$ cat src/verilog/rdm_pkg.sv
package rdm_pkg;

  // ==========================================================
  // Register map (byte addresses)
  // ==========================================================
  localparam logic [7:0] RDM_OFF_LEVEL = 8'h00;
  localparam logic [7:0] RDM_OFF_STATUS = 8'h04;
  localparam logic [7:0] RDM_OFF_MASK = 8'h08;
  localparam logic [7:0] RDM_OFF_CTRL = 8'h0c;
  localparam logic [7:0] RDM_OFF_SUMMARY = 8'h10;

  // ==========================================================
  // Defect vector bit positions
  // ==========================================================
  localparam int RDM_NDEF = 11;
  localparam int RDM_B_MOD_IN_LOSS = 0;
  localparam int RDM_B_MOD_FAIL = 1;
  localparam int RDM_B_TX_FAIL = 2;
  localparam int RDM_B_TX_IN_LOSS = 3;
  localparam int RDM_B_RX_SIG_LOSS = 4;
  localparam int RDM_B_RX_FAIL = 5;
  localparam int RDM_B_DEM_IN_LOSS = 6;
  localparam int RDM_B_ERR_RATE = 7;
  localparam int RDM_B_HOP_MISMATCH = 8;
  localparam int RDM_B_DEM_FAIL = 9;
  localparam int RDM_B_PROT_FAIL = 10;

  // Defects that force all-ones onto the receive traffic.
  localparam logic [10:0] RDM_AIS_SET = 11'h370;

  // ==========================================================
  // Control register fields and reset values
  // ==========================================================
  localparam int RDM_C_AIS_EN = 0;
  localparam int RDM_C_TRANSMITTER_INPUT_LOSS_OK = 1;
  localparam int RDM_C_RXLOS_OK = 2;
  localparam int RDM_C_DEM_OK = 3;
  localparam logic [3:0] RDM_CTRL_RST = 4'h1;
  localparam logic [10:0] RDM_MASK_RST = 11'h000;

  // ==========================================================
  // Summary state encoding
  // ==========================================================
  typedef enum logic [1:0] {
    RDM_SUM_OK = 2'b00,
    RDM_SUM_TXSIDE = 2'b01,
    RDM_SUM_RXSIDE = 2'b10,
    RDM_SUM_BOTH = 2'b11
  } rdm_sum_t;

endpackage

$ cat src/verilog/rdm_sync.sv
`timescale 1ns/10ps
`default_nettype none

// Two-stage synchroniser for a bundle of asynchronous level inputs.
module rdm_sync #(
  parameter int W = 11
) (
  // Clock and reset
  input wire logic mclk,
  input wire logic rst_n,
  // Data
  input wire logic [W-1:0] din,
  output logic [W-1:0] dout
);

  logic [W-1:0] meta_r;

  // First stage feeds only the second stage.
  always_ff @(posedge mclk) begin
    if (!rst_n) begin
      meta_r <= '0;
      dout <= '0;
    end else begin
      meta_r <= din;
      dout <= meta_r;
    end
  end

endmodule

`default_nettype wire

$ cat src/verilog/rdm_monitor.sv
// The APB register port and the address map are this design's own decisions.
`timescale 1ns/10ps
`default_nettype none

// Operation
// - Receive defects force all-ones onto baseband output
// - Error-rate flag alarms only with RDM_C_DEM_OK set; else it folds into demodulator failure and all-ones
// - Hop identity mismatch flag from demodulated data
// - Modulator failure covers faults and input loss
// - Modulator input loss flag, alarm only
// - Transmitter failure flag, alarm only
// - Unsure transmitter input loss reports transmitter failure
// - Unsure receive signal loss reports receiver failure
// - Receiver failure flag from receiver faults
// - Unsure demodulator defects report demodulator failure
// - Demodulator failure flag from demodulator faults
// - Extra primitives exposed on reporting point
// - Protection failure when channels go unprotected
// - Protection failure reported both directions, alarm only
// - Management sees aggregated summary, not raw events
module rdm_monitor #(
  parameter int DW = 8
) (
  // Clock and reset
  input wire logic mclk,
  input wire logic rst_n,
  // Raw defect conditions from the radio functions (asynchronous)
  input wire logic modInputLossIn,
  input wire logic modFaultIn,
  input wire logic txFaultIn,
  input wire logic txInputLossIn,
  input wire logic rxSignalLossIn,
  input wire logic rxFaultIn,
  input wire logic demodInputLossIn,
  input wire logic errorRateIn,
  input wire logic hopMismatchIn,
  input wire logic demodFaultIn,
  input wire logic protFaultIn,
  // Receive traffic, same clock
  input wire logic [DW-1:0] rxData,
  input wire logic rxValid,
  output logic [DW-1:0] bbData,
  output logic bbValid,
  // Management reporting points
  output logic [10:0] phyMgmtReportPoint,
  output logic switchMgmtReportPointTx,
  output logic switchMgmtReportPointRx,
  output logic aisActive,
  // APB slave
  input wire logic psel,
  input wire logic penable,
  input wire logic pwrite,
  input wire logic [7:0] paddr,
  input wire logic [31:0] pwdata,
  output logic [31:0] prdata,
  output logic pready,
  output logic pslverr,
  // Interrupt
  output logic irq
);
  import rdm_pkg::*;

  // ==========================================================
  // Input synchronisation
  // ==========================================================
  logic [RDM_NDEF-1:0] rawAsync;
  logic [RDM_NDEF-1:0] raw;
  logic [RDM_NDEF-1:0] defect_r;
  logic [RDM_NDEF-1:0] defect_nxt;
  logic [RDM_NDEF-1:0] status_r;
  logic [RDM_NDEF-1:0] mask_r;
  logic [3:0] ctrl_r;
  rdm_sum_t summary_r;
  rdm_sum_t summary_nxt;
  logic ais;
  logic wrEn;
  logic rdEn;
  logic [RDM_NDEF-1:0] clrBits;

  // Gather the raw conditions into one vector.
  assign rawAsync = {protFaultIn, demodFaultIn, hopMismatchIn, errorRateIn,
                     demodInputLossIn, rxFaultIn, rxSignalLossIn, txInputLossIn,
                     txFaultIn, modFaultIn, modInputLossIn};

  rdm_sync #(
    .W(RDM_NDEF)
  ) u_sync (
    .mclk(mclk),
    .rst_n(rst_n),
    .din(rawAsync),
    .dout(raw)
  );

  // ==========================================================
  // Defect flag derivation
  // ==========================================================
  // Flags are levels that follow their conditions each cycle. When a
  // distinction is not trusted, the optional flag folds into the failure.
  always_comb begin
    defect_nxt = '0;
    defect_nxt[RDM_B_MOD_IN_LOSS] = raw[RDM_B_MOD_IN_LOSS];
    defect_nxt[RDM_B_MOD_FAIL] = raw[RDM_B_MOD_FAIL] | raw[RDM_B_MOD_IN_LOSS];
    if (ctrl_r[RDM_C_TRANSMITTER_INPUT_LOSS_OK]) begin
      defect_nxt[RDM_B_TX_FAIL] = raw[RDM_B_TX_FAIL];
      defect_nxt[RDM_B_TX_IN_LOSS] = raw[RDM_B_TX_IN_LOSS];
    end else begin
      defect_nxt[RDM_B_TX_FAIL] = raw[RDM_B_TX_FAIL] | raw[RDM_B_TX_IN_LOSS];
    end
    if (ctrl_r[RDM_C_RXLOS_OK]) begin
      defect_nxt[RDM_B_RX_FAIL] = raw[RDM_B_RX_FAIL];
      defect_nxt[RDM_B_RX_SIG_LOSS] = raw[RDM_B_RX_SIG_LOSS];
    end else begin
      defect_nxt[RDM_B_RX_FAIL] = raw[RDM_B_RX_FAIL] | raw[RDM_B_RX_SIG_LOSS];
    end
    if (ctrl_r[RDM_C_DEM_OK]) begin
      defect_nxt[RDM_B_DEM_FAIL] = raw[RDM_B_DEM_FAIL];
      defect_nxt[RDM_B_DEM_IN_LOSS] = raw[RDM_B_DEM_IN_LOSS];
      defect_nxt[RDM_B_ERR_RATE] = raw[RDM_B_ERR_RATE];
      defect_nxt[RDM_B_HOP_MISMATCH] = raw[RDM_B_HOP_MISMATCH];
    end else begin
      defect_nxt[RDM_B_DEM_FAIL] = raw[RDM_B_DEM_FAIL] | raw[RDM_B_DEM_IN_LOSS] |
                                   raw[RDM_B_ERR_RATE] | raw[RDM_B_HOP_MISMATCH];
    end
    defect_nxt[RDM_B_PROT_FAIL] = raw[RDM_B_PROT_FAIL];
  end

  // Registered defect levels.
  always_ff @(posedge mclk) begin
    if (!rst_n) begin
      defect_r <= '0;
    end else begin
      defect_r <= defect_nxt;
    end
  end

  // ==========================================================
  // Receive traffic with all-ones insertion
  // ==========================================================
  // Only the receive-path failures in the set replace traffic; the
  // error-rate flag is excluded from it.
  assign ais = ctrl_r[RDM_C_AIS_EN] & (|(defect_r & RDM_AIS_SET));

  // Output traffic register.
  always_ff @(posedge mclk) begin
    if (!rst_n) begin
      bbData <= '0;
      bbValid <= 1'b0;
      aisActive <= 1'b0;
    end else begin
      bbValid <= rxValid;
      aisActive <= ais;
      bbData <= ais ? {DW{1'b1}} : rxData;
    end
  end

  // ==========================================================
  // Management reporting
  // ==========================================================
  // Full defect set on the physical-interface point, including the
  // optional primitives; the switch failure goes to both directions.
  always_ff @(posedge mclk) begin
    if (!rst_n) begin
      phyMgmtReportPoint <= '0;
      switchMgmtReportPointTx <= 1'b0;
      switchMgmtReportPointRx <= 1'b0;
    end else begin
      phyMgmtReportPoint <= defect_r;
      switchMgmtReportPointTx <= defect_r[RDM_B_PROT_FAIL];
      switchMgmtReportPointRx <= defect_r[RDM_B_PROT_FAIL];
    end
  end

  // Aggregated summary state for management.
  always_comb begin
    summary_nxt = RDM_SUM_OK;
    case ({|defect_r[RDM_B_DEM_FAIL:RDM_B_RX_SIG_LOSS],
           |defect_r[RDM_B_TX_IN_LOSS:RDM_B_MOD_IN_LOSS]})
      2'b00: summary_nxt = RDM_SUM_OK;
      2'b01: summary_nxt = RDM_SUM_TXSIDE;
      2'b10: summary_nxt = RDM_SUM_RXSIDE;
      2'b11: summary_nxt = RDM_SUM_BOTH;
      default: summary_nxt = RDM_SUM_OK;
    endcase
  end

  always_ff @(posedge mclk) begin
    if (!rst_n) begin
      summary_r <= RDM_SUM_OK;
    end else begin
      summary_r <= summary_nxt;
    end
  end

  // ==========================================================
  // APB slave
  // ==========================================================
  // Zero-wait-state slave; writes land at the access cycle.
  assign pready = 1'b1;
  assign wrEn = psel & penable & pwrite;
  assign rdEn = psel & penable & ~pwrite;

  function automatic logic isMapped(input logic [7:0] a);
    isMapped = (a == RDM_OFF_LEVEL) || (a == RDM_OFF_STATUS) ||
               (a == RDM_OFF_MASK) || (a == RDM_OFF_CTRL) || (a == RDM_OFF_SUMMARY);
  endfunction

  assign pslverr = psel & penable & ~isMapped(paddr);
  assign clrBits = (wrEn && paddr == RDM_OFF_STATUS) ? pwdata[RDM_NDEF-1:0] : '0;

  // Control and mask registers.
  always_ff @(posedge mclk) begin
    if (!rst_n) begin
      ctrl_r <= RDM_CTRL_RST;
      mask_r <= RDM_MASK_RST;
    end else if (wrEn) begin
      if (paddr == RDM_OFF_CTRL) begin
        ctrl_r <= pwdata[3:0];
      end
      if (paddr == RDM_OFF_MASK) begin
        mask_r <= pwdata[RDM_NDEF-1:0];
      end
    end
  end

  // Sticky status: a new defect wins over a write-one clear.
  always_ff @(posedge mclk) begin
    if (!rst_n) begin
      status_r <= '0;
    end else begin
      status_r <= (status_r & ~clrBits) | defect_r;
    end
  end

  // Read data register.
  always_ff @(posedge mclk) begin
    if (!rst_n) begin
      prdata <= '0;
    end else if (psel && !penable && !pwrite) begin
      case (paddr)
        RDM_OFF_LEVEL: prdata <= {21'h0, defect_r};
        RDM_OFF_STATUS: prdata <= {21'h0, status_r};
        RDM_OFF_MASK: prdata <= {21'h0, mask_r};
        RDM_OFF_CTRL: prdata <= {28'h0, ctrl_r};
        RDM_OFF_SUMMARY: prdata <= {29'h0, ais, summary_r};
        default: prdata <= 32'h00000000;
      endcase
    end
  end

  assign irq = |(status_r & mask_r);

  // ==========================================================
  // Assertions
  // ==========================================================
  a_ais_forces_ones: assert property (@(posedge mclk) disable iff (!rst_n)
    (ais && rxValid) |=> (bbData == {DW{1'b1}}))
    else $error("all-ones not inserted during receive defect");

  a_errrate_no_ais: assert property (@(posedge mclk) disable iff (!rst_n)
    (defect_r[RDM_B_ERR_RATE] && ((defect_r & RDM_AIS_SET) == '0)) |-> !ais)
    else $error("error-rate flag alone caused all-ones");

  a_mod_fail_covers: assert property (@(posedge mclk) disable iff (!rst_n)
    raw[RDM_B_MOD_IN_LOSS] |=> defect_r[RDM_B_MOD_FAIL])
    else $error("modulator failure missed input loss");

  a_tx_fold: assert property (@(posedge mclk) disable iff (!rst_n)
    (raw[RDM_B_TX_IN_LOSS] && !ctrl_r[RDM_C_TRANSMITTER_INPUT_LOSS_OK]) |=>
    (defect_r[RDM_B_TX_FAIL] && !defect_r[RDM_B_TX_IN_LOSS]))
    else $error("transmitter input loss not folded");

  a_rx_fold: assert property (@(posedge mclk) disable iff (!rst_n)
    (raw[RDM_B_RX_SIG_LOSS] && !ctrl_r[RDM_C_RXLOS_OK]) |=> defect_r[RDM_B_RX_FAIL])
    else $error("receive signal loss not folded");

  a_dem_fold: assert property (@(posedge mclk) disable iff (!rst_n)
    (raw[RDM_B_HOP_MISMATCH] && !ctrl_r[RDM_C_DEM_OK]) |=> defect_r[RDM_B_DEM_FAIL])
    else $error("demodulator defect not folded");

  a_prot_both: assert property (@(posedge mclk) disable iff (!rst_n)
    defect_r[RDM_B_PROT_FAIL] |=> (switchMgmtReportPointTx && switchMgmtReportPointRx))
    else $error("protection failure not reported both ways");

  a_ais_release: assert property (@(posedge mclk) disable iff (!rst_n)
    ((defect_r & RDM_AIS_SET) == '0) |=> !aisActive)
    else $error("all-ones held after defects cleared");

  // Each trusted flag follows its synchronised condition one edge later.
  a_mod_in_flag: assert property (@(posedge mclk) disable iff (!rst_n)
    raw[RDM_B_MOD_IN_LOSS] |=> defect_r[RDM_B_MOD_IN_LOSS])
    else $error("modulator input loss flag missing");

  a_tx_fail_flag: assert property (@(posedge mclk) disable iff (!rst_n)
    raw[RDM_B_TX_FAIL] |=> defect_r[RDM_B_TX_FAIL])
    else $error("transmitter failure flag missing");

  a_rx_fail_flag: assert property (@(posedge mclk) disable iff (!rst_n)
    raw[RDM_B_RX_FAIL] |=> defect_r[RDM_B_RX_FAIL])
    else $error("receiver failure flag missing");

  a_dem_fail_flag: assert property (@(posedge mclk) disable iff (!rst_n)
    raw[RDM_B_DEM_FAIL] |=> defect_r[RDM_B_DEM_FAIL])
    else $error("demodulator failure flag missing");

  a_hop_flag: assert property (@(posedge mclk) disable iff (!rst_n)
    (raw[RDM_B_HOP_MISMATCH] && ctrl_r[RDM_C_DEM_OK]) |=> defect_r[RDM_B_HOP_MISMATCH])
    else $error("hop identity mismatch flag missing");

  a_errrate_flag: assert property (@(posedge mclk) disable iff (!rst_n)
    (raw[RDM_B_ERR_RATE] && ctrl_r[RDM_C_DEM_OK]) |=> defect_r[RDM_B_ERR_RATE])
    else $error("error-rate flag missing");

  a_prot_flag: assert property (@(posedge mclk) disable iff (!rst_n)
    raw[RDM_B_PROT_FAIL] |=> defect_r[RDM_B_PROT_FAIL])
    else $error("protection failure flag missing");

  a_rx_clear: assert property (@(posedge mclk) disable iff (!rst_n)
    (!raw[RDM_B_RX_FAIL] && !raw[RDM_B_RX_SIG_LOSS]) |=> !defect_r[RDM_B_RX_FAIL])
    else $error("receiver failure flag held without condition");

  // Reporting carries alarms only and never touches the traffic.
  a_prot_no_ais: assert property (@(posedge mclk) disable iff (!rst_n)
    (defect_r == (11'h001 << RDM_B_PROT_FAIL)) |-> !ais)
    else $error("protection failure caused all-ones");

  a_report_level: assert property (@(posedge mclk) disable iff (!rst_n)
    1'b1 |=> (phyMgmtReportPoint == $past(defect_r)))
    else $error("reporting point does not follow defect flags");

  a_summary_idle: assert property (@(posedge mclk) disable iff (!rst_n)
    (defect_r == '0) |=> (summary_r == RDM_SUM_OK))
    else $error("summary not idle without defects");

  // Register side: sticky bits catch every flag, read data stands after access.
  a_status_sets: assert property (@(posedge mclk) disable iff (!rst_n)
    (|defect_r) |=> ((status_r & $past(defect_r)) == $past(defect_r)))
    else $error("sticky status missed an active flag");

  a_read_holds: assert property (@(posedge mclk) disable iff (!rst_n)
    rdEn |=> $stable(prdata))
    else $error("read data changed right after access");

endmodule

`default_nettype wire

$ cat config.mk
export PLATFORM = sky130hd
export DESIGN_NAME = rdm_monitor
export DESIGN_NICKNAME = d
export VERILOG_FILES = /design/src/verilog/rdm_pkg.sv /design/src/verilog/rdm_sync.sv /design/src/verilog/rdm_monitor.sv
export SDC_FILE = /design/constraint.sdc
export NUM_CORES = 1
export LEC_CHECK = 0
export ABC_AREA = 1
export BUFFER_PORTS_ARGS = -buffer_cell sky130_fd_sc_hd__buf_2
export CELL_PAD_IN_SITES_DETAIL_PLACEMENT = 0
export CELL_PAD_IN_SITES_GLOBAL_PLACEMENT = 2
export CORE_ASPECT_RATIO = 1.25
export CORE_MARGIN = 5
export CORE_UTILIZATION = 29
export CTS_CLUSTER_DIAMETER = 60
export DETAILED_ROUTE_END_ITERATION = 7
export PLACE_DENSITY = 0.93
export SLEW_MARGIN = 10
export SYNTH_ARGS = -nofsm -noshare
export SYNTH_HDL_FRONTEND = slang
export SYNTH_SLANG_ARGS = --single-unit
$ cat constraint.sdc
create_clock -name mclk -period 1.9 [get_ports mclk]
set_input_delay 0.38 -clock mclk [delete_from_list [all_inputs] [get_ports mclk]]
set_output_delay 0.38 -clock mclk [all_outputs]
set_load 0.02 [all_outputs]
# [After elaboration in Yosys (flattened, before gate mapping)]
# Index checks and enable logic that the tools add are counted.
[op_classes] eq_ne=7 mux=7 bitwise_logic=15 n_reduce_logical=20
[ops] op="$pmux 11 s5" n=1
[ops] op="$and 11x11->11" n=2
[ops] op="$eq 8x4->1 const B" n=2
[ops] op="$mux 11" n=1
[ops] op="$not 11->11" n=1
[ops] op="$or 11x11->11" n=1
[ops] op="$reduce_or 11->1" n=1
[ops] op="$reduce_and 2->1" n=5
[ops] op="$eq 8x3->1 const B" n=1
[ops] op="$eq 8x5->1 const B" n=1
[ops] op="$logic_not 8->1" n=1
[ops] op="$mux 8" n=1
[ops] op="$pmux 2 s4" n=1
[ops] op="$or 1x1->1" n=6
[ops] op="$reduce_or 6->1" n=1
[ops] op="$reduce_or 5->1" n=1
[ops] op="$and 1x1->1" n=4
[ops] op="$eq 2x2->1 const B" n=2
[ops] op="$logic_or 1x1->1" n=4
[ops] op="$reduce_or 4->1" n=1
[ops] op="$logic_and 1x1->1" n=3
[ops] op="$mux 1" n=3
[ops] op="$eq 2x1->1 const B" n=1
[ops] op="$logic_not 1->1" n=2
[ops] op="other kinds (2)" n=2
[word_totals] regBits=115

# [Longest topological paths before layout]
# Gate-level depths: netlist of the first run.
[depth] depth_word=7 ltp_mapped=8 mapped_depth_nobuf=7

# [By module]
# A second synthesis of the first run with hierarchy kept.
[hier_totals] cells_unflattened=463 area_unflattened_um2=3672.3
[by_module_without_submodules] mod="rdm_monitor" instances=1 cells_per_inst=395 area_each_um2=3044.2 seq_area_each_um2=1421.4
[by_module_without_submodules] mod="rdm_sync" instances=1 cells_per_inst=68 area_each_um2=628.1 seq_area_each_um2=440.4

# [Worst setup path after synthesis of the first run]
# OpenSTA, ideal clock, no wires.
[synth_path] kind="input-to-reg" start="in paddr[5]" end="reg status_r[6]" setup_time_ps=132 arrival_ps=1222 required_time_ps=1768 slack_ps=546 cell_stages=7 path_cell_list="nor2_1 > nand2_2 > nor3_4 > nand2_2 > buf_6 > o21ai_1 > a21oi_1"
[synth_via] elab_chain_cells=6
[synth_lines] element="start: declaration" line_no="rdm_monitor.sv:53" rtl="input wire logic [7:0] paddr,"
[synth_lines] element="$eq 8x3->1" line_no="rdm_monitor.sv:208" rtl="assign clrBits = (wrEn && paddr == RDM_OFF_STATUS) ? pwdata[RDM_NDEF-1:0] : '0;"
[synth_lines] element="$logic_and 1x1->1" line_no="rdm_monitor.sv:208"
[synth_lines] element="$mux 11" line_no="rdm_monitor.sv:208"
[synth_lines] element="$not 11->11" line_no="rdm_monitor.sv:230" rtl="status_r <= (status_r & ~clrBits) | defect_r;"
[synth_lines] element="$and 11x11->11" line_no="rdm_monitor.sv:230"
[synth_lines] element="$or 11x11->11" line_no="rdm_monitor.sv:230"
[synth_lines] element="end signal: assignment" line_no="rdm_monitor.sv:230"
[synth_lines] element="end: declaration" line_no="rdm_monitor.sv:70" rtl="logic [RDM_NDEF-1:0] status_r;"
# Every way passes these cells.
# A chain may end at the register's enable or synchronous reset.

# [Final worst setup path of the first run]
[layout_path] start="reg status_r[7]" end="out irq"
[layout_via] elab_chain_cells=2
[layout_lines] element="$and 11x11->11" line_no="rdm_monitor.sv:250" rtl="assign irq = |(status_r & mask_r);"
[layout_lines] element="$reduce_or 11->1" line_no="rdm_monitor.sv:250"
[layout_lines] element="end: declaration" line_no="rdm_monitor.sv:59" rtl="output logic irq"
# Every way passes these cells.

==> impl_summary.log, run 1 <==
INFO  metric reg2reg_setup_slack = 700 ps
INFO  metric critPathArrivalTime = 1390 ps
INFO  metric route.detailed.drc = 0
INFO  metric clock_buffers_created_by_tritoncts = 9
INFO  metric timing.setup.tns = 0 ps
INFO  metric skew = 6.95 ps
INFO  metric sw_frac_of_total = 22.6%
INFO  metric final_layout_size_suffix_gt1_share = 22.1%
INFO  metric synth.cell_area = 3580 sq um
INFO  metric synth-seq-area-share = 52.0%
INFO  metric cts-root-to-sink-buffers = 2
INFO  metric fp.coreArea = 12,100 sq um
INFO  metric clkPwrFrac = 44.6%
INFO  metric internal_power_of_the_cells = 3.26 mW
INFO  metric floorplan.initialDensity = 29.6%
INFO  metric drt_iter0_markers = 134
INFO  metric hold_path_end = u_sync.meta_r[10]
INFO  metric hp-start = protFaultIn
INFO  metric routability_cong = 0.821
INFO  metric p_per_area = 957 nW/um^2
INFO  metric cp_max_fanout = 3
INFO  metric worst_setup_path_end_kind = output pin
INFO  metric num_io_pins = 123
INFO  metric clk_latency = 330 ps
INFO  metric grt_pass1_vias = 2,883
INFO  metric synth_warnings = 0
INFO  metric synth.ff_latch_count = 93
INFO  metric tritoncts_clock_tree = done
INFO  metric p_switching = 953 uW
INFO  metric setup_viol_count_final = 0
INFO  metric final_net_count = 604
INFO  metric drtAntennaViolNets = 0
INFO  metric p_leak = 2.35 nW
INFO  metric share_comb_of_total_power = 7.0%
INFO  metric antenna_cells_inserted = 0
INFO  metric clock.fmax = 0.566 GHz
INFO  metric cts.reportedPaths.clkPinSlew = 60 ps
INFO  metric grtUsageTotal = 11.9%
INFO  metric finish.instance_area = 4400 sq um
INFO  metric rows = 45
INFO  metric post_synth_inst_count = 459
INFO  metric global_route.overflow_total = 0
INFO  metric die_height = 134 microns
INFO  metric worstHoldPathType = primary input to flop
INFO  metric status = completed
INFO  metric wirelength = 8440 microns
INFO  metric most_frequent_cells_in_the_layout = 116 x sky130_fd_sc_hd__nand2_1, 93 x sky130_fd_sc_hd__dfxtp_1, 79 x sky130_fd_sc_hd__buf_2
INFO  metric most_common_cell_after_layout_fill_and_taps_aside = sky130_fd_sc_hd__nand2_1
INFO  metric grt_setup_unrepaired = false
INFO  metric netlist_cell_types = 28
INFO  metric detailroute.via_count = 2,965
INFO  metric timing.rr.end = bbData[3]
INFO  metric dp_hpwl = 6320 microns
INFO  metric die-width = 109 microns
INFO  metric number_of_antenna_violations_at_the_first_check_in_global_routing = 0
INFO  metric setup.worst_path.class = flop to output pin
INFO  metric maxCapViolations = 0
INFO  metric finalCritPeriodShare = 92.9%
INFO  metric cts.sink_count = 93
INFO  metric final.min_clock_period = 1770 ps
INFO  metric post_detailed_route_via_to_cell_ratio = 4.19
INFO  metric placement.cell_area = 4080 sq um
INFO  metric htreeDepth = 3
INFO  metric avgSynthCellArea = 7.80 sq um
INFO  metric grt_pass1_wl = 13,800 microns
INFO  metric postCtsSetupRepairBufs = 0
INFO  metric rr_worst_depth = 6
INFO  metric areaGrowthSynthToFinish = 22.8%
INFO  metric drv_slew = 0
INFO  metric regToRegStartpoint = defect_r[5]
INFO  metric drt_pass1_iterations = 4
INFO  metric cts_root_buf = sky130_fd_sc_hd__clkbuf_16
INFO  metric finalHoldViolations = 0
INFO  metric peakVddDrop = 0.464 mV
INFO  metric grt_max_degree = 27
INFO  metric power_frac_seq = 48.4%
INFO  metric timing.critical_path.from_type = flop
INFO  metric wire_per_inst = 11.9 microns
INFO  metric worstPathRequired = 1520 ps
INFO  metric placement.io_buffers = 79
INFO  metric min_path_cells = 3
INFO  metric die-area = 14,700 sq um
registers in the layout, indices dropped and copies added, names as in the netlist:
signal / cells
defect_r: 11
mask_r: 11
phyMgmtReportPoint: 11
prdata: 11
status_r: 11
u_sync.dout: 11
u_sync.meta_r: 11
bbData: 8
ctrl_r: 4
summary_r: 2
aisActive: 1
bbValid: 1
worst max path at each step:
stage | start | end | depth (start not counted)
after floorplan | paddr[5] | status_r[6] | 7
after global placement | paddr[6] | pslverr | 7
after detailed placement | paddr[6] | pslverr | 7
after CTS | status_r[7] | irq | 5
after global routing | status_r[7] | irq | 5
final | status_r[7] | irq | 5
final cells by class:
class / count / area, sq um
Fill cell: 1279 / 7700
Sequential cell: 93 / 1860
Multi-Input combinational cell: 273 / 1270
Timing Repair Buffer: 90 / 478
Inverter: 72 / 272
Clock buffer: 10 / 229
Tap cell: 164 / 205
Clock inverter: 6 / 87.6
metrics by stage:
stage | instances | total power [mW] | setup WS (ps) | utilization, % | hold WS [ps]
6_report | 708 | 4.21 | 135 | 36.4 | 228
4_1_cts | 708 | 4.27 | 114 | 36.4 | 212
5_1_grt | 708 | 4.39 | 46.8 | 36.4 | 216
2_1_floorplan | 479 | 2.30 | 546 | - | 390
3_3_place_gp | 692 | 2.38 | 270 | 33.7 | 398
3_5_place_dp | 692 | 2.38 | 295 | 33.7 | 396
power groups by stage:
stage          Combinational (mW)  Clock (mW)  Sequential [mW]
2_1_floorplan               0.190           0             2.11
5_1_grt                     0.334        2.01             2.04
6_report                    0.297        1.88             2.04
3_3_place_gp                0.296           0             2.08
3_5_place_dp                0.300           0             2.08
4_1_cts                     0.301        1.93             2.04
per-layer routing:
metal  vias to the layer above  global-route usage (%)  wire length (microns)
li1                       1535                       -                      -
met1                      1309                    14.4                   3580
met2                       106                    19.4                   4060
met3                        15                    3.42                    605
met4                         0                    5.61                    187
met5                         -                       0                      0
timing repair:
action / 4_1_cts / 5_1_grt
resized for setup: 1 / 0
hold buffers: 0 / 0
setup endpoints to repair: 1 / 0
cell families (layout without fill, tap and decap cells):
logic type      count (synthesis)  in the layout  synth area share [%]
flops                          93             93                  52.0
other cells                     2             22                 0.210
simple gates                  177            177                  20.5
compound gates                 74             74                  12.4
buf+inv                       113            178                  14.9
cell usage after synthesis:
cell	number	area, sq um
sky130_fd_sc_hd__buf_4	25	188
sky130_fd_sc_hd__o211ai_1	1	7.51
sky130_fd_sc_hd__nor2_4	1	11.3
sky130_fd_sc_hd__clkinv_1	1	3.75
sky130_fd_sc_hd__nor2_2	1	6.26
sky130_fd_sc_hd__o211ai_2	7	87.6
sky130_fd_sc_hd__a22o_1	1	8.76
sky130_fd_sc_hd__clkinv_2	1	5.00
sky130_fd_sc_hd__buf_1	3	11.3
sky130_fd_sc_hd__clkbuf_1	6	22.5
sky130_fd_sc_hd__nand2_1	116	435
sky130_fd_sc_hd__a21oi_1	35	175
sky130_fd_sc_hd__nor3_4	1	16.3
sky130_fd_sc_hd__dfxtp_1	93	1860
sky130_fd_sc_hd__a31oi_1	1	6.26
sky130_fd_sc_hd__nor2_1	24	90.1
sky130_fd_sc_hd__nor3_1	3	15.0
sky130_fd_sc_hd__o2111a_1	1	11.3
sky130_fd_sc_hd__nand4_1	1	6.26
sky130_fd_sc_hd__o21ai_0	23	115
sky130_fd_sc_hd__a221oi_1	2	17.5
sky130_fd_sc_hd__nand3_1	27	135
sky130_fd_sc_hd__buf_2	6	30.0
sky130_fd_sc_hd__buf_6	1	11.3
sky130_fd_sc_hd__conb_1	2	7.51
sky130_fd_sc_hd__nand2_2	3	18.8
sky130_fd_sc_hd__inv_1	70	263
sky130_fd_sc_hd__o21ai_1	3	15.0
worst max-delay path: stages, from the launching register on:
cell and delay (ps):
sky130_fd_sc_hd__dfxtp_1 340, sky130_fd_sc_hd__nand2_1 80, sky130_fd_sc_hd__nand2_1 70, sky130_fd_sc_hd__a221oi_2 260, sky130_fd_sc_hd__nand3_1 140, sky130_fd_sc_hd__buf_2 180
Power figures use the tool's default switching activity.
==> run 2, diff against run 1 <==
--- a/config.mk
+++ b/config.mk
@@ -5,16 +5,15 @@
 export SDC_FILE = /design/constraint.sdc
 export NUM_CORES = 1
 export LEC_CHECK = 0
-export ABC_AREA = 1
 export BUFFER_PORTS_ARGS = -buffer_cell sky130_fd_sc_hd__buf_2
 export CELL_PAD_IN_SITES_DETAIL_PLACEMENT = 0
 export CELL_PAD_IN_SITES_GLOBAL_PLACEMENT = 2
 export CORE_ASPECT_RATIO = 1.25
 export CORE_MARGIN = 5
-export CORE_UTILIZATION = 29
+export CORE_UTILIZATION = 32
 export CTS_CLUSTER_DIAMETER = 60
 export DETAILED_ROUTE_END_ITERATION = 7
-export PLACE_DENSITY = 0.93
+export PLACE_DENSITY = 0.95
 export SLEW_MARGIN = 10
 export SYNTH_ARGS = -nofsm -noshare
 export SYNTH_HDL_FRONTEND = slang
==> run 2 against run 1 <==
- via count decreased by 13%
- sequential power about the same
- clock power decreased by 15%
- non-clock buffer count decreased by 2
- utilization increased by 3.3 points
- clock skew increased by 0.85 ps
- register-to-register slack got worse by 460 ps
- synthesized cell count decreased by 25%
- largest power group unchanged
==> impl_summary.log, run 2 <==
INFO  metric maxCapViolations = 0 (unchanged)
INFO  metric crit_path_cell_trace = a22o_1, a221oi_1, nand3_1, buf_2
INFO  metric post_detailed_route_via_to_cell_ratio = 4.63 (+11%)
INFO  metric worst_setup_path_end_kind = output pin
INFO  metric floorplan.initialDensity = 32.9% (+3.3 points)
INFO  metric synth.largest_area_cell = sky130_fd_sc_hd__dfxtp_1
INFO  metric placement.cell_area = 3970 sq um (-2.6%)
INFO  metric grtUsageTotal = 12.1% (+0.18 points)
INFO  metric post_cts.resized_instances = 0 (-1)
INFO  metric finalHoldViolations = 0 (unchanged)
INFO  metric global_route.overflow_total = 0 (unchanged)
INFO  metric dp_hpwl = 5730 microns (-9.3%)
INFO  metric final-seq-area = 1860 sq um (unchanged)
INFO  metric peakVddDrop = 0.337 mV (-27%)
INFO  metric avgSynthCellArea = 10.1 sq um (+30%)
INFO  metric p_per_area = 927 nW/um^2 (-3.2%)
INFO  metric post_synth_inst_count = 346 (-25%)
INFO  metric finalCritPeriodShare = 95.7% (+2.8 points)
INFO  metric drt_pass1_iterations = 5 (+1)
INFO  metric number_of_antenna_violations_at_the_first_check_in_global_routing = 1 (+1)
INFO  metric status = completed
INFO  metric netlist_top_cells_count = 93 x sky130_fd_sc_hd__dfxtp_1, 37 x sky130_fd_sc_hd__and2_1, 25 x sky130_fd_sc_hd__mux2i_1, 24 x sky130_fd_sc_hd__buf_4, 19 x sky130_fd_sc_hd__nor2b_1
INFO  metric areaGrowthSynthToFinish = 20.5%
INFO  metric cts.reportedPaths.clkPinSlew = 70 ps (about the same)
INFO  metric postCtsHoldBufs = 0 (unchanged)
INFO  metric p_leak = 1.94 nW (-17%)
INFO  metric grt_pass1_wl = 12,800 microns (-7.3%)
INFO  metric worstHoldPathType = primary input to flop
INFO  metric cp_max_fanout = 3 (unchanged)
INFO  metric skew = 7.80 ps (+0.852 ps)
INFO  metric timing.critical_path.from_type = flop
INFO  metric fillCellCount = 1,075 (-16%)
INFO  metric drt_iter0_markers = 77 (-43%)
INFO  metric htreeDepth = 3 (unchanged)
INFO  metric regToRegStartpoint = defect_r[4]
INFO  metric grt_pass1_vias = 2,702 (-6.3%)
INFO  metric placed_cells_incl_taps = 544 (-21%)
INFO  metric tightestPinTransition = 526 ps
INFO  metric netlist_cell_types = 38 (+36%)
INFO  metric final.min_clock_period = 1820 ps (+52.4 ps)
INFO  metric drv_slew = 0 (unchanged)
INFO  metric wirelength = 7990 microns (-5.4%)
INFO  metric synth_warnings = 0 (unchanged)
INFO  metric die_height = 127 microns (-5.3%)
INFO  metric grt_setup_unrepaired = false
INFO  metric synth.cell_area = 3510 sq um (-2.0%)
INFO  metric cts.sink_count = 93 (unchanged)
INFO  metric num_io_pins = 123 (unchanged)
INFO  metric cts_root_buf = sky130_fd_sc_hd__clkbuf_16
INFO  metric die-width = 104 microns (-5.2%)
INFO  metric timing.setup.tns = 0 ps (unchanged)
INFO  metric critical-path-max-stage-delay = 320 ps (-20 ps)
INFO  metric critPathLaunch = status_r[3]
INFO  metric clk_latency = 340 ps (about the same)
INFO  metric worstPathRequired = 1520 ps (about the same)
INFO  metric clock.fmax = 0.550 GHz (-2.9%)
INFO  metric setup_viol_count_final = 0 (unchanged)
INFO  metric critPathArrivalTime = 1440 ps (+50 ps)
INFO  metric cp_slowest_cell = sky130_fd_sc_hd__dfxtp_1
INFO  metric pre_cts_setup_slack = 135 ps (-160 ps)
INFO  metric hp-start = pwdata[9]
INFO  metric die-area = 13,200 sq um (-10%)
INFO  metric clock_buffers_created_by_tritoncts = 9 (unchanged)
INFO  metric cts-root-to-sink-buffers = 2 (unchanged)
INFO  metric finish.instance_area = 4230 sq um (-3.8%)
INFO  metric fin_ws = 82.3 ps (-52.4 ps)
INFO  metric routability_cong = 0.793 (-3.3%)
INFO  metric setup.worst_path.class = flop to output pin
INFO  metric route.detailed.drc = 0 (unchanged)
INFO  metric most_frequently_used_flop_master_after_synthesis = sky130_fd_sc_hd__dfxtp_1
INFO  metric final_net_count = 488 (-19%)
INFO  metric netlist_top_cells_area = sky130_fd_sc_hd__dfxtp_1 53%, sky130_fd_sc_hd__mux2i_1 7.1%, sky130_fd_sc_hd__and2_1 6.6%
INFO  metric synth.ff_latch_count = 93 (unchanged)
INFO  metric placement.io_buffers = 79 (unchanged)
INFO  metric final_cell_count_no_fill = 559 (-21%)
INFO  metric detailroute.via_count = 2,588 (-13%)
INFO  metric totalPowerFinal = 3.92 mW (-6.9%)
INFO  metric final_layout_size_suffix_gt1_share = 24.8% (+2.8 points)
INFO  metric timing.max_slew.rel_slack = 64.9%
INFO  metric tritoncts_clock_tree = done
INFO  metric grt_max_degree = 69 (+160%)
INFO  metric rows = 42 (-6.7%)
INFO  metric fp.coreArea = 10,700 sq um (-12%)
INFO  metric synth_edf_count = 0 (unchanged)
INFO  metric multi_input_comb_area = 1420 sq um (+12%)
INFO  metric synth-async-reset-ratio = 0% (unchanged)
INFO  metric antenna_cells_inserted = 0 (unchanged)
INFO  metric drtAntennaViolNets = 0 (unchanged)
INFO  metric wire_per_inst = 14.3 microns (+20%)
INFO  metric most_common_cell_after_layout_fill_and_taps_aside = sky130_fd_sc_hd__dfxtp_1
INFO  metric most_frequent_cells_in_the_layout = 93 x sky130_fd_sc_hd__dfxtp_1, 79 x sky130_fd_sc_hd__buf_2, 37 x sky130_fd_sc_hd__and2_1
INFO  metric postCtsSetupRepairBufs = 0 (unchanged)
INFO  metric synth-seq-area-share = 53.0% (+1.1 points)
INFO  metric synth_top_cell_area_share = 53.0% (+1.1 points)
INFO  metric yosys.cell_count.top_type = sky130_fd_sc_hd__dfxtp_1
run 2: kinds of logic after synthesis:
kind of cell	after synthesis	synth area share, %
simple gates	99	16.7
mux	29	8.73
buf+inv	55	8.62
flops	93	53.0
other cells	2	0.214
compound gates	68	12.7
run 2: metrics by stage:
step	hold WS (ps)	utilization, %
after floorplan	405	-
after global placement	417	37.2
after detailed placement	410	37.2
after CTS	224	39.7
after global routing	233	39.7
final	240	39.7
run 2: area by class of cell:
cell class,instances,area share [%]
repair buffers,88,11.2
inverters,13,1.15
clock buffers,11,5.50
clock inverters,4,0.621
well taps,132,3.90
flip-flops and latches,93,44.0
multi-input cells,218,33.6
run 2: critical path: cells and delay by family, from the launching register on:
family	cells	cell delay [ps]
and+or+nand+nor	1	120
buffers and inverters	1	180
DFF	1	320
AOI/OAI and AO/OA	2	480
run 2: worst paths after layout:
| kind | endpoint | slack, ps | cells after the start |
|---|---|---|---|
| worst max-delay path | irq | 80 | 4 |
| worst min-delay path | status_r[9] | 240 | 2 |
| worst max register to register | prdata[2] | 240 | 4 |
| worst min register to register | defect_r[1] | 430 | 1 |
run 2: power breakdown:
part	internal (mW)	switching, mW
registers	2.01	0.0260
clock network	0.877	0.710
logic	0.114	0.186
run 2: per-layer routing:
layer | routed length [microns] | global-route usage (%) | vias to the layer above
met4 | 270 | 7.32 | 2
li1 | - | - | 1293
met5 | 13 | 0 | -
met3 | 571 | 4.19 | 21
met1 | 3270 | 13.3 | 1181
met2 | 3860 | 20.2 | 91
==> run 3, diff against run 2 <==
--- a/config.mk
+++ b/config.mk
@@ -9,11 +9,10 @@
 export CELL_PAD_IN_SITES_DETAIL_PLACEMENT = 0
 export CELL_PAD_IN_SITES_GLOBAL_PLACEMENT = 2
 export CORE_ASPECT_RATIO = 1.25
-export CORE_MARGIN = 5
-export CORE_UTILIZATION = 32
+export CORE_UTILIZATION = 30
 export CTS_CLUSTER_DIAMETER = 60
 export DETAILED_ROUTE_END_ITERATION = 7
-export PLACE_DENSITY = 0.95
+export PLACE_DENSITY = 0.9
 export SLEW_MARGIN = 10
 export SYNTH_ARGS = -nofsm -noshare
 export SYNTH_HDL_FRONTEND = slang
==> run 3 against run 2 <==
- non-clock buffer count grew 1
- sequential power about the same
- worst setup slack better by 17 ps
- design area grew 0.77%
- flip-flop and latch count is the same
- die area decreased by 7.9%
- final cell count grew 0.72%
- critical path depth did not move
- largest power group unchanged
- combinational power hardly changed
- clock skew fell by 1.1 ps
- critical path type unchanged
- total power rose by 0.69%
- clock-buffer cell count up 1
==> impl_summary.log, run 3 (synthesized netlist as in run 2, its figures left out) <==
INFO  metric status = completed
INFO  metric drt_pass1_iterations = 4 (-1)
INFO  metric cts-root-to-sink-buffers = 2 (unchanged)
INFO  metric grt_setup_unrepaired = false
INFO  metric rows = 43 (+2.4%)
INFO  metric post_detailed_route_via_to_cell_ratio = 4.52 (-2.3%)
INFO  metric final_layout_size_suffix_gt1_share = 25.5% (+0.64 points)
INFO  metric areaGrowthSynthToFinish = 21.5%
INFO  metric tritoncts_clock_tree = done
INFO  metric number_of_antenna_violations_at_the_first_check_in_global_routing = 0 (-1)
INFO  metric htreeDepth = 3 (unchanged)
INFO  metric busiest_grt_layer = met2
INFO  metric wirelength = 7630 microns (-4.4%)
INFO  metric timing.setup.tns = 0 ps (unchanged)
INFO  metric worstPathRequired = 1520 ps (about the same)
INFO  metric holdWs = 245 ps (+4.97 ps)
INFO  metric totalPowerFinal = 3.95 mW (+0.69%)
INFO  metric timing.max_slew.rel_slack = 56.0% (-8.9 points)
INFO  metric tightestPinTransition = 659 ps (+134 ps)
INFO  metric finalCritPeriodShare = 94.8% (-0.89 points)
INFO  metric die_height = 123 microns (-3.3%)
INFO  metric skew = 6.72 ps (-1.08 ps)
INFO  metric dp_hpwl = 5560 microns (-2.9%)
INFO  metric grt_pass1_wl = 12,300 microns (-4.2%)
INFO  metric routability_cong = 0.777 (-2.1%)
INFO  metric clock_buffers_created_by_tritoncts = 9 (unchanged)
INFO  metric p_per_area = 926 nW/um^2 (about the same)
INFO  metric die-width = 98.8 microns (-4.7%)
INFO  metric use_met1 = 15.2% (+1.9 points)
INFO  metric fillCellCount = 1,139 (+6.0%)
INFO  metric drv_slew = 0 (unchanged)
INFO  metric timing.critical_path.from_type = flop
INFO  metric drt_iter0_markers = 92 (+19%)
INFO  metric postCtsSetupRepairBufs = 0 (unchanged)
INFO  metric p_leak = 1.95 nW (+0.71%)
INFO  metric floorplan.initialDensity = 31.2% (-1.7 points)
INFO  metric grt_use_met2 = 23.7% (+3.5 points)
INFO  metric global_route.overflow_total = 0 (unchanged)
INFO  metric maxCapViolations = 0 (unchanged)
INFO  metric worst_setup_path_end_kind = output pin
INFO  metric setup.worst_path.class = flop to output pin
INFO  metric finalHoldViolations = 0 (unchanged)
INFO  metric final_net_count = 489 (+0.20%)
INFO  metric grt_max_degree = 63 (-8.7%)
INFO  metric most_frequent_cells_in_the_layout = 93 x sky130_fd_sc_hd__dfxtp_1, 79 x sky130_fd_sc_hd__buf_2, 37 x sky130_fd_sc_hd__and2_1
INFO  metric clk_latency = 330 ps (about the same)
INFO  metric grtUsageTotal = 13.4% (+1.3 points)
INFO  metric drtAntennaViolNets = 0 (unchanged)
INFO  metric detailroute.via_count = 2,546 (-1.6%)
INFO  metric final.min_clock_period = 1800 ps (-16.9 ps)
INFO  metric final_core_area_utilization = 37.9% (-1.7 points)
INFO  metric die-area = 12,100 sq um (-7.9%)
INFO  metric wire_per_inst = 13.6 microns (-5.1%)
INFO  metric setup_viol_count_final = 0 (unchanged)
INFO  metric postCtsHoldBufs = 0 (unchanged)
INFO  metric grt_pass1_vias = 2,472 (-8.5%)
INFO  metric cts.sink_count = 93 (unchanged)
INFO  metric grt.met3_usage = 2.71% (-1.5 points)
INFO  metric cp_max_fanout = 3 (unchanged)
INFO  metric clock.fmax = 0.555 GHz (+0.94%)
INFO  metric fp.coreArea = 11,200 sq um (+5.4%)
INFO  metric peakVddDrop = 0.413 mV (+22%)
INFO  metric placement.io_buffers = 79 (unchanged)
INFO  metric route.detailed.drc = 0 (unchanged)
INFO  metric antenna_cells_inserted = 0 (unchanged)
INFO  metric num_io_pins = 123 (unchanged)
INFO  metric reg2reg_setup_slack = 260 ps (+20 ps)
INFO  metric critPathArrivalTime = 1420 ps (-20 ps)
INFO  metric cts.reportedPaths.clkPinSlew = 60 ps (about the same)
INFO  metric cts_root_buf = sky130_fd_sc_hd__clkbuf_16
INFO  metric worstHoldPathType = primary input to flop
INFO  metric most_common_cell_after_layout_fill_and_taps_aside = sky130_fd_sc_hd__dfxtp_1
-- run 3: cell count changes in the layout (fill, tap and decap cells not counted), sizes merged --
cell and delta:
inv +1, clkbuf +1, clkinv -2, buf +1
-- run 3: stage by stage --
stage	std cells	worst slack, ps	cell area [sq um]
final	563	99.3	4260
after global routing	563	27.6	4260
after CTS	563	28.0	4250
after detailed placement	548	162	3980
after global placement	548	177	3980
after floorplan	366	161	3590
-- run 3: path summary, 6_finish.rpt --
kind | startpoint | to | depth (start not counted)
worst max-delay path | status_r[7] | irq | 4
worst min register to register | u_sync.dout[1] | defect_r[1] | 1
worst min-delay path | pwdata[4] | status_r[4] | 2
worst max register to register | defect_r[4] | prdata[2] | 4
-- run 3: power by group --
| part | internal (mW) | leakage, nW | switching (mW) |
|---|---|---|---|
| Clock | 0.918 | 0.129 | 0.696 |
| Combinational | 0.117 | 1.07 | 0.183 |
| Sequential | 2.01 | 0.760 | 0.0268 |
-- run 3: layout make-up --
class,instances,area (sq um),area share (%)
sequential,93,1860,43.7
tap,135,169,3.96
inverter,13,48.8,1.14
clock buffer,12,246,5.78
clock inverter,3,21.3,0.499
timing repair buffer,89,483,11.3
multi-input combinational,218,1430,33.6
-- run 3: repair_timing --
item,in CTS,in global routing
gates resized for setup,0,2
setup endpoints to repair,0,1
endpoints found under the hold margin,0,0
-- run 3: worst max-delay path, cell delays in order (launching register included) --
cell	delay (ps)
sky130_fd_sc_hd__dfxtp_1	330
sky130_fd_sc_hd__a22o_1	260
sky130_fd_sc_hd__a221oi_2	180
sky130_fd_sc_hd__nand3_1	130
sky130_fd_sc_hd__buf_2	190
-- run 3: metal layers --
| metal | share of wire (%) | wire (microns) |
|---|---|---|
| met1 | 43 | 3280 |
| met2 | 51 | 3880 |
| met3 | 4.2 | 320 |
| met4 | 2.0 | 153 |
| met5 | 0 | 0 |
